--- config.mk ---
export PLATFORM = sky130hd
export DESIGN_NAME = pdt_timer
export DESIGN_NICKNAME = d
export VERILOG_FILES = /design/src/pdt_pkg.sv /design/src/pdt_pin_sync.sv /design/src/pdt_tap_select.sv /design/src/pdt_timer.sv
export VERILOG_INCLUDE_DIRS = /design/src
export SDC_FILE = /design/constraint.sdc
export NUM_CORES = 1
export LEC_CHECK = 0
export ABC_AREA = 1
export BUFFER_PORTS_ARGS = -buffer_cell sky130_fd_sc_hd__buf_2
export CORE_MARGIN = 2
export CORE_UTILIZATION = 39
export CTS_CLUSTER_DIAMETER = 150
export CTS_CLUSTER_SIZE = 24
export DETAILED_ROUTE_END_ITERATION = 8
export GPL_ROUTABILITY_DRIVEN = 1
export PLACE_DENSITY = 0.7
export SYNTH_ARGS = -nofsm -noshare
export SYNTH_HDL_FRONTEND = slang
export SYNTH_SLANG_ARGS = --single-unit
--- constraint.sdc ---
create_clock -name clock -period 1.8 [get_ports clock]
set_clock_uncertainty 0.2 [all_clocks]
set_input_delay 0.18 -clock clock [delete_from_list [all_inputs] [get_ports clock]]
set_output_delay 0.18 -clock clock [all_outputs]
set_load 0.05 [all_outputs]
--- src/pdt_params.svh ---
`ifndef PDT_PARAMS_SVH
`define PDT_PARAMS_SVH
`define PDT_CTRL_IDX 12'h009
`define PDT_OPT_IDX 12'h7F5
`define PDT_CNT_IDX 12'h008
`define PDT_OPT_PROG_IDX 12'h100
`define PDT_BIT_REQ 7
`define PDT_BIT_MASK 6
`define PDT_BIT_SRC 5
`define PDT_BIT_EXT 4
`define PDT_BIT_PCLR 3
`define PDT_BIT_OSC 7
`define PDT_BIT_DIV 6
`define PDT_BIT_TRIG 4
`define PDT_OPT_UNUSED 8'h2F
`define PDT_OPT_ERASED 8'h00
`define PDT_PRESCALE_W 7
`define PDT_INTCLK_DIV 4
`endif

--- src/pdt_pkg.sv ---
package pdt_pkg;
    typedef enum logic [2:0] {
        PDT_RUN = 3'h1,
        PDT_STOPPED = 3'h2,
        PDT_IDLE = 3'h4
    } pdt_state_type;
    typedef enum logic [1:0] {
        PDT_SRC_INT = 2'h0,
        PDT_SRC_AND = 2'h1,
        PDT_SRC_OFF = 2'h2,
        PDT_SRC_PIN = 2'h3
    } pdt_source_type;
endpackage : pdt_pkg

--- src/pdt_pin_sync.sv ---
`timescale 1ns/1ps
module pdt_pin_sync (
    input wire logic clock,
    input wire logic rst_n,
    input wire logic pinIn,
    output logic pinLevel
);
    logic [2:0] stage;
    logic [2:0] next_stage;
    logic next_pinLevel;
    always_comb begin
        next_stage = {stage[1:0], pinIn};
        next_pinLevel = (stage[2] == stage[1]) ? stage[1] : pinLevel;
    end
    always_ff @(posedge clock or negedge rst_n) begin
        if (!rst_n) begin
            stage <= 3'h0;
            pinLevel <= 1'b0;
        end else begin
            stage <= next_stage;
            pinLevel <= next_pinLevel;
        end
    end
endmodule : pdt_pin_sync

--- src/pdt_tap_select.sv ---
`timescale 1ns/1ps
`include "pdt_params.svh"
module pdt_tap_select (
    input wire logic [`PDT_PRESCALE_W-1:0] prescaleNext,
    input wire logic [`PDT_PRESCALE_W-1:0] prescale,
    input wire logic [2:0] tapSel,
    input wire logic step,
    output logic tapPulse
);
    // Tap k rolls from ones to zeros once per 2^k steps
    logic [`PDT_PRESCALE_W:0] fall;
    assign fall[0] = step;
    genvar g;
    generate
        for (g = 0; g < `PDT_PRESCALE_W; g++) begin : gTap
            assign fall[g+1] = step & prescale[g] & ~prescaleNext[g];
        end
    endgenerate
    assign tapPulse = fall[tapSel];
endmodule : pdt_tap_select

--- src/pdt_timer.sv ---
`timescale 1ns/1ps
`include "pdt_params.svh"
module pdt_timer (
    input wire logic clock,
    input wire logic rst_n,
    input wire logic [31:0] paddr,
    input wire logic psel,
    input wire logic penable,
    input wire logic pwrite,
    input wire logic [31:0] pwdata,
    input wire logic [3:0] pstrb,
    output logic [31:0] prdata,
    output logic pready,
    output logic pslverr,
    input wire logic timerPin,
    input wire logic stopExec,
    input wire logic extIrqWake,
    input wire logic cpuIrqMask,
    input wire logic bootstrapMode,
    output logic timerIrq,
    output logic oscIsRc,
    output logic clkDivTwo,
    output logic irqLevelTrig
);
    logic pinLevel;
    logic pinPrev;
    logic [1:0] cycDiv;
    logic [`PDT_PRESCALE_W-1:0] prescale;
    logic [`PDT_PRESCALE_W-1:0] next_prescale;
    logic [7:0] count;
    logic [7:0] next_count;
    logic [7:0] optByte;
    logic [7:0] next_optByte;
    logic [7:0] ctrl;
    logic [5:0] ctrlKeep;
    logic [1:0] ctrlIrq;
    logic [`PDT_PRESCALE_W-1:0] prescaleInc;
    logic [7:0] next_ctrl;
    logic [31:0] next_prdata;
    logic [1:0] next_cycDiv;
    pdt_pkg::pdt_state_type state;
    pdt_pkg::pdt_state_type next_state;
    logic cycTick;
    logic step;
    logic tapPulse;
    logic access;
    logic wrCtrl;
    logic zeroHit;
    logic [11:0] regIdx;
    logic mapped;
    pdt_pkg::pdt_source_type src;

    pdt_pin_sync uSync (
        .clock(clock),
        .rst_n(rst_n),
        .pinIn(timerPin),
        .pinLevel(pinLevel)
    );

    // Instruction-cycle clock as a one-cycle enable at a fixed divide
    assign cycTick = (cycDiv == 2'(`PDT_INTCLK_DIV - 1));
    assign ctrl = {ctrlIrq, ctrlKeep};
    // Taps watch the plain increment so a prescaler clear never fakes a tap edge
    assign prescaleInc = prescale + 7'h01;
    assign src = pdt_pkg::pdt_source_type'({ctrl[`PDT_BIT_SRC], ctrl[`PDT_BIT_EXT]});

    always_comb begin
        case (src)
            pdt_pkg::PDT_SRC_INT: step = cycTick;
            pdt_pkg::PDT_SRC_AND: step = cycTick & pinLevel;
            pdt_pkg::PDT_SRC_OFF: step = 1'b0;
            pdt_pkg::PDT_SRC_PIN: step = pinPrev & ~pinLevel;
            default: step = 1'b0;
        endcase
        if (state != pdt_pkg::PDT_RUN) begin
            step = 1'b0;
        end
    end

    pdt_tap_select uTap (
        .prescaleNext(prescaleInc),
        .prescale(prescale),
        .tapSel(ctrl[2:0]),
        .step(step),
        .tapPulse(tapPulse)
    );

    assign regIdx = paddr[13:2];
    assign mapped = (paddr[1:0] == 2'h0) && ((regIdx == `PDT_CTRL_IDX)
        || (regIdx == `PDT_OPT_IDX) || (regIdx == `PDT_CNT_IDX)
        || (regIdx == `PDT_OPT_PROG_IDX)) && (paddr[31:14] == 18'h0);
    assign access = psel & penable;
    assign pready = 1'b1;
    assign pslverr = access & ~mapped;
    assign wrCtrl = access & pwrite & pstrb[0] & (regIdx == `PDT_CTRL_IDX) & mapped;
    assign zeroHit = tapPulse & (count == 8'h01);

    always_comb begin
        next_cycDiv = cycTick ? 2'h0 : cycDiv + 2'h1;
        next_state = state;
        case (state)
            pdt_pkg::PDT_RUN: begin
                if (stopExec) begin
                    next_state = pdt_pkg::PDT_STOPPED;
                end
            end
            pdt_pkg::PDT_STOPPED: begin
                if (extIrqWake) begin
                    next_state = pdt_pkg::PDT_RUN;
                end
            end
            default: next_state = pdt_pkg::PDT_RUN;
        endcase
    end

    always_comb begin
        next_prescale = step ? prescaleInc : prescale;
        if ((wrCtrl && pwdata[`PDT_BIT_PCLR]) || stopExec) begin
            next_prescale = 7'h00;
        end
        next_count = tapPulse ? count - 8'h01 : count;
        if (access && pwrite && pstrb[0] && mapped && regIdx == `PDT_CNT_IDX) begin
            next_count = pwdata[7:0];
        end
        next_ctrl = ctrl;
        if (wrCtrl) begin
            next_ctrl = pwdata[7:0];
        end
        next_ctrl[`PDT_BIT_PCLR] = 1'b0;
        if (zeroHit) begin
            next_ctrl[`PDT_BIT_REQ] = 1'b1;
        end
        if (stopExec) begin
            next_ctrl[`PDT_BIT_REQ] = 1'b0;
            next_ctrl[`PDT_BIT_MASK] = 1'b1;
        end
        // Option byte is nonvolatile; only the programming path alters it
        next_optByte = optByte;
        if (access && pwrite && pstrb[0] && mapped && regIdx == `PDT_OPT_PROG_IDX
            && bootstrapMode) begin
            next_optByte = pwdata[7:0];
        end
    end

    always_comb begin
        next_prdata = 32'h0;
        case (regIdx)
            `PDT_CTRL_IDX: next_prdata = {24'h0, ctrl & 8'hF7};
            `PDT_OPT_IDX: next_prdata = {24'h0, optByte | `PDT_OPT_UNUSED};
            `PDT_CNT_IDX: next_prdata = {24'h0, count};
            default: next_prdata = 32'h0;
        endcase
        if (!(psel && !penable && !pwrite && mapped)) begin
            next_prdata = prdata;
        end
    end

    // Option byte lives outside the reset domain like the stored bits
    always_ff @(posedge clock) begin
        optByte <= next_optByte;
    end

    // Source, enable and select bits have no reset term
    always_ff @(posedge clock) begin
        ctrlKeep <= next_ctrl[5:0];
    end

    always_ff @(posedge clock or negedge rst_n) begin
        if (!rst_n) begin
            ctrlIrq <= 2'h1;
            // Matches the synchroniser reset level so no false fall follows reset
            pinPrev <= 1'b0;
            prescale <= 7'h00;
            count <= 8'hFF;
            cycDiv <= 2'h0;
            state <= pdt_pkg::PDT_RUN;
            prdata <= 32'h0;
        end else begin
            ctrlIrq <= next_ctrl[7:6];
            pinPrev <= pinLevel;
            prescale <= next_prescale;
            count <= next_count;
            cycDiv <= next_cycDiv;
            state <= next_state;
            prdata <= next_prdata;
        end
    end

    assign timerIrq = ctrl[`PDT_BIT_REQ] & ~ctrl[`PDT_BIT_MASK] & ~cpuIrqMask;
    // Bootstrap overrides clock settings only
    assign oscIsRc = ~bootstrapMode & optByte[`PDT_BIT_OSC];
    assign clkDivTwo = ~bootstrapMode & optByte[`PDT_BIT_DIV];
    assign irqLevelTrig = optByte[`PDT_BIT_TRIG];
endmodule : pdt_timer

# After elaboration in Yosys (flattened, before gate mapping)
# Index checks and enable logic that the tools add are counted.
# word_totals
reg_bits	72
# classes
n_addsub	3
order_cmp	1
n_eq_ne	15
n_mux	16
bitwise_logic	39
n_reduce_logical	26
# op_table
cell	count
1-bit AND	27
12-bit by 4-bit equality test with 1-bit output (second input constant)	2
8-bit two-way mux	3
8-bit case mux with 3 select lines	1
18-bit logical NOT	1
7-bit two-way mux	2
12-bit by 11-bit equality test with 1-bit output (second input constant)	1
12-bit by 9-bit equality test with 1-bit output (second input constant)	1
1-bit logical AND	12
1-bit NOT	12
8-bit by 1-bit equality test with 1-bit output (second input constant)	1
8-bit by 1-bit subtractor with 8-bit output (second input constant)	1
7-bit by 1-bit adder with 7-bit output (second input constant)	1
2-bit equality test (second input constant)	3
3-bit two-way mux	2
3-bit case mux with 2 select lines	1
2-bit nonzero test	3
2-bit logical NOT	2
1-bit logical OR	4
3-bit by 4-bit less-than comparator with 1-bit output (second input constant)	1
2-bit two-way mux	2
2-bit != test (second input constant)	2
1-bit case mux with 4 select lines	1
1-bit binary-select mux with 3-bit select	1
other kinds (10)	13

# Logic depth before layout (Yosys ltp)
# depth
ltp_word	11
ltp_mapped	14
ltp_nobuf	14

# Modules after synthesis
# From an unflattened synthesis, not the netlist that was laid out.
# unflattened
hier_cells	385
hier_area_um2	2832.7
# by_module_without_submodules
module	instances	cells_each	area_per_inst_um2	seq_area_each_um2
pdt_timer	1	340	2562.5	1003.5
pdt_tap_select	1	37	153.9	0.0
pdt_pin_sync	1	8	116.4	100.1

# Worst setup path before layout
# OpenSTA, ideal clock, no wires.
# synth_timing
path_type	input -> output
from	input port paddr[3]
to	output port pslverr
arrival_time_ns	1.478
required_time_ns	1.420
slack_ns	-0.058
stages	8
n_path_buf	0
cell_sequence	inv_1 > nand2_1 > nor2_1 > nand3_2 > nand4_2 > nand2_1 > inv_1 > nor2_1
# synth_via
elab_chain_cells	8
word_cells_on_any_way	11
# synth_rtl
element	line	text
start, declared	pdt_timer.sv:6	input wire logic [31:0] paddr,
12-bit by 4-bit equality test with 1-bit output or 12-bit by 11-bit equality test with 1-bit output (tied branches)	--	
1-bit logical OR (2 in a row)	pdt_timer.sv:89	assign mapped = (paddr[1:0] == 2'h0) && ((regIdx == `PDT_CTRL_IDX)
1-bit logical OR (*)	pdt_timer.sv:89	
1-bit logical AND (*) (2 in a row)	pdt_timer.sv:89	
1-bit NOT (*)	pdt_timer.sv:94	assign pslverr = access & ~mapped;
1-bit AND (*)	pdt_timer.sv:94	
end, declared	pdt_timer.sv:14	output logic pslverr,
# Every way passes the cells marked *; elsewhere a longest branch is shown, timed or not.

# Worst setup path after layout
# layout_timing
from	register prescale[0]
to	register count[2]
# layout_via
elab_chain_cells	6
word_cells_on_any_way	19
# layout_rtl
element	line	text
start, declared	pdt_timer.sv:28	logic [`PDT_PRESCALE_W-1:0] prescale;
start signal, assigned	pdt_timer.sv:181	prescale <= next_prescale;
7-bit by 1-bit adder with 7-bit output	pdt_timer.sv:64	assign prescaleInc = prescale + 7'h01;
1-bit NOT	pdt_tap_select.sv:16	assign fall[g+1] = step & prescale[g] & ~prescaleNext[g];
1-bit AND	pdt_tap_select.sv:16	
1-bit binary-select mux with 3-bit select (*)	pdt_tap_select.sv:19	assign tapPulse = fall[tapSel];
1-bit two-way mux (implied by the code) (*)	pdt_tap_select.sv:19	
2-bit nonzero test (no line) (*)	--	
end signal, assigned	pdt_timer.sv:182	count <= next_count;
end, declared	pdt_timer.sv:30	logic [7:0] count;
# Every way passes the cells marked *; elsewhere a longest branch is shown, timed or not. The select of a mux whose other input is x is not followed.
# A chain may end at the register's enable or synchronous reset.

==> impl_metrics.csv <==
group,metric,value,unit
clock_tree,htreeDepth,2,
routing,via_count,2485,
setup_path,critPathKind,"flip-flop to flip-flop",
routing,drt_iter0_markers,98,
grt,grt_max_degree,35,
setup_path,arrival,1.87,ns
routing,first_pass_iters,4,
finish,final_cell_mix,"nand2_1, buf_2, nor2_1, inv_1, conb_1",
synthesis,ys.flop_type,"dfrtp_1",
finish,finalNetCount,543,
synthesis,synth.distinct_cells,38,
routing,avgViaCountPerCell,4.58,
synthesis,synth.cell_area,2700,µm²
power,finalPower,0.00258,W
finish,diodes,0,
power,power_density,740,nW/µm²
routing,wl,6220,µm
power,p_leak,1.85,nW
die,die_area,7600,µm²
routing,ant_nets,0,
setup_path,worst_setup_path_start_kind,"flip-flop",
setup_path,path_buf_inv,2,
clock_tree,cts_buffer_depth,2,
setup_path,path_cells,"ha_4, nand2_4, nor3_2, nor2_1, a21oi_4, buf_6, nand3_1, nand2_1, nand2_1, nand2_1, nand2_1, inv_1",
die,start_util,39.9,%
placement,port_buffers,63,
finish,fin_cells,542,
routing,wl_per_cell,11.5,µm
finish,regArea,1100,µm²
placement,place_congestion,0.866,
placement,dp_cells,521,
setup_path,cp_slowest_stage_delay,0.41,ns
setup_path,crit_path_end_kind,"flip-flop",
sta,min_period,1.82,ns
routing,drc,0,
sta,hold_ws,0.136,ns
die,die_y,87.2,µm
setup_path,crit_fanout,3,
power,power_frac_seq,48.0,%
placement,hpwlAfterDp,4930,µm
power,clock_power_share,24.4,%
synthesis,ys_async_sr_fraction,81.0,%
setup_path,critical_path.most_common_cell,"nand2_1",
grt,grtUsageTotal,17.3,%
sta,tns,-0.0154,ns
synthesis,synth-edff-count,8,
die,core_area,6760,µm²
finish,drive_gt1_share,29.4,%
synthesis,ys_seq_elements,42,
clock_tree,numCtsBuffers,5,
status,status,"finished with violations",
grt,grt_pass1_vias,2377,
grt,antenna_found_initial,0,
min_path,hold_class,"primary input to flip-flop",
finish,area_growth,29.6,%
setup_path,crit_family,"simple AND/OR/NAND/NOR gates",
clock_tree,clkSinkCount,42,
power,p_int,0.00170,W
grt,grt_pass1_wl,10500,µm
power,comb_power_share,27.5,%
finish,layout_commonest_cell,"nand2_1",
die,io_pins,116,
placement,pre_cts_slack,-0.0916,ns
sta,post-route-period-util,101,%
synthesis,synth_area_per_cell,7.49,µm²
finish,fillCellCount,649,
synthesis,synthesis.instances,360,
clock_tree,cts_tree,"built",
synthesis,ys_seq_area_share,40.9,%
die,die-width,87.2,µm
sta,rsz0062_at_grt,"true",
finish,multi_input_area,1370,µm²
sta,setup_viol,2,
synthesis,yosysWarningCount,0,
setup_path,slowest_stage,"dfrtp_1",
power,p_sw_share,34.0,%
sta,finalHoldViolCount,0,
die,fp-row-count,30,
clock_tree,clock-root-buffer,"clkbuf_8",
sta,fmax,551,MHz
clock_tree,clkTransAtPathRegs,0.08,ns
power,vdd_drop_max,0.328,mV
power,power.net_switching,0.000880,W
sta,slew_violations,0,
clock_tree,clock_latency,0.30,ns
sta,layout_setup_ws,-0.0150,ns
status,violations,"negative setup slack",
setup_path,required,1.85,ns
run,drv_cap,0,
grt,grt-ovfl-total,0,
synthesized netlist by cell type, types with 2 or more instances:
cell / instances / area (µm²)
a21oi_1: 8 / 40.0
buf_4: 26 / 195
buf_6: 2 / 22.5
conb_1: 2 / 7.51
dfrtp_1: 24 / 601
dfstp_2: 10 / 263
edfxtp_1: 8 / 240
ha_1: 4 / 50.1
inv_1: 45 / 169
inv_2: 2 / 7.51
nand2_1: 88 / 330
nand3_1: 21 / 105
nand4_1: 9 / 56.3
nor2_1: 53 / 199
nor2_2: 2 / 12.5
nor3_1: 5 / 25.0
nor3b_1: 2 / 15.0
o21ai_0: 18 / 90.1
o21ai_1: 2 / 10.0
o22ai_1: 2 / 12.5
xnor2_1: 2 / 17.5
xor2_1: 9 / 78.8
stage by stage:
step	utilization, %	instance area (µm²)
final	51.7	3490
after global routing	51.7	3490
after CTS	50.8	3430
after detailed placement	46.8	3160
after global placement	46.8	3160
after floorplan	-	2790
path summary, 6_finish.rpt:
path	depth (start not counted)	slack, ns	start	to
hold reg to reg	0	0.16	uSync.stage[0]$_DFF_PN0_	uSync.stage[1]$_DFF_PN0_
min in group asynchronous	3	0.23	rst_n	prescale[5]$_DFFE_PN0P_
max in group asynchronous	3	0.83	rst_n	ctrlIrq[0]$_DFFE_PN1P_
setup reg to reg	12	-0.02	prescale[0]$_DFFE_PN0P_	count[2]$_DFFE_PN1P_
hold / removal	6	0.14	pwrite	prdata[0]$_DFFE_PN0P_
setup / recovery	12	-0.02	prescale[0]$_DFFE_PN0P_	count[2]$_DFFE_PN1P_
registers in the layout, indices dropped and copies added (netlist names):
register	flops
uSync.stage	3
prdata	8
state	2
count	8
optByte	3
ctrlKeep	5
prescale	7
pinPrev	1
cycDiv	2
uSync.pinLevel	1
ctrlIrq	2
logic make-up (layout without fill, tap and decap cells):
logic type	after synthesis	after routing	share of synthesized area (%)
AOI/OAI and AO/OA	34	34	6.87
xor gates and xnor gates	11	11	3.57
adders and majority gates	5	5	2.23
buffers and inverters	77	156	14.9
DFF	42	42	40.9
other	2	25	0.279
and+or+nand+nor	189	189	31.2
timing repair:
item                       in CTS  in global routing
resized for setup              11                 13
hold buffers                   12                  0
hold endpoints to repair       42                  0
setup endpoints to repair       9                 14
gates cloned                    0                  0
buffers inserted                0                  1
pin swaps                       2                 11
power by group through the flow:
stage,clock [W],sequential [W],combinational [W]
final,0.000632,0.00124,0.000712
after global routing,0.000692,0.00126,0.000806
after CTS,0.000651,0.00124,0.000697
after detailed placement,0,0.00126,0.000659
after global placement,0,0.00125,0.000646
after floorplan,0,0.00123,0.000498
final cells by class:
cell class | instances | area share [%]
multi-input combinational | 264 | 39.3
sequential | 42 | 31.6
timing repair buffer | 100 | 18.2
inverter | 48 | 5.27
tap | 80 | 2.87
clock buffer | 6 | 2.36
clock inverter | 2 | 0.358
layer usage:
metal	part of all wire, %	vias up	GRT usage, %
li1	-	1288	-
met1	43	1127	21.4
met2	51	59	30.5
met3	4.1	11	3.41
met4	1.7	0	5.45
met5	0	-	0
tightest hold or removal path, stage by stage:
cell     delay (ns)
buf_2          0.09
nor2_1         0.03
nand2_1        0.09
nor2_4         0.08
o21ai_0        0.08
nand2_1        0.05
Power figures use the tool's default switching activity.
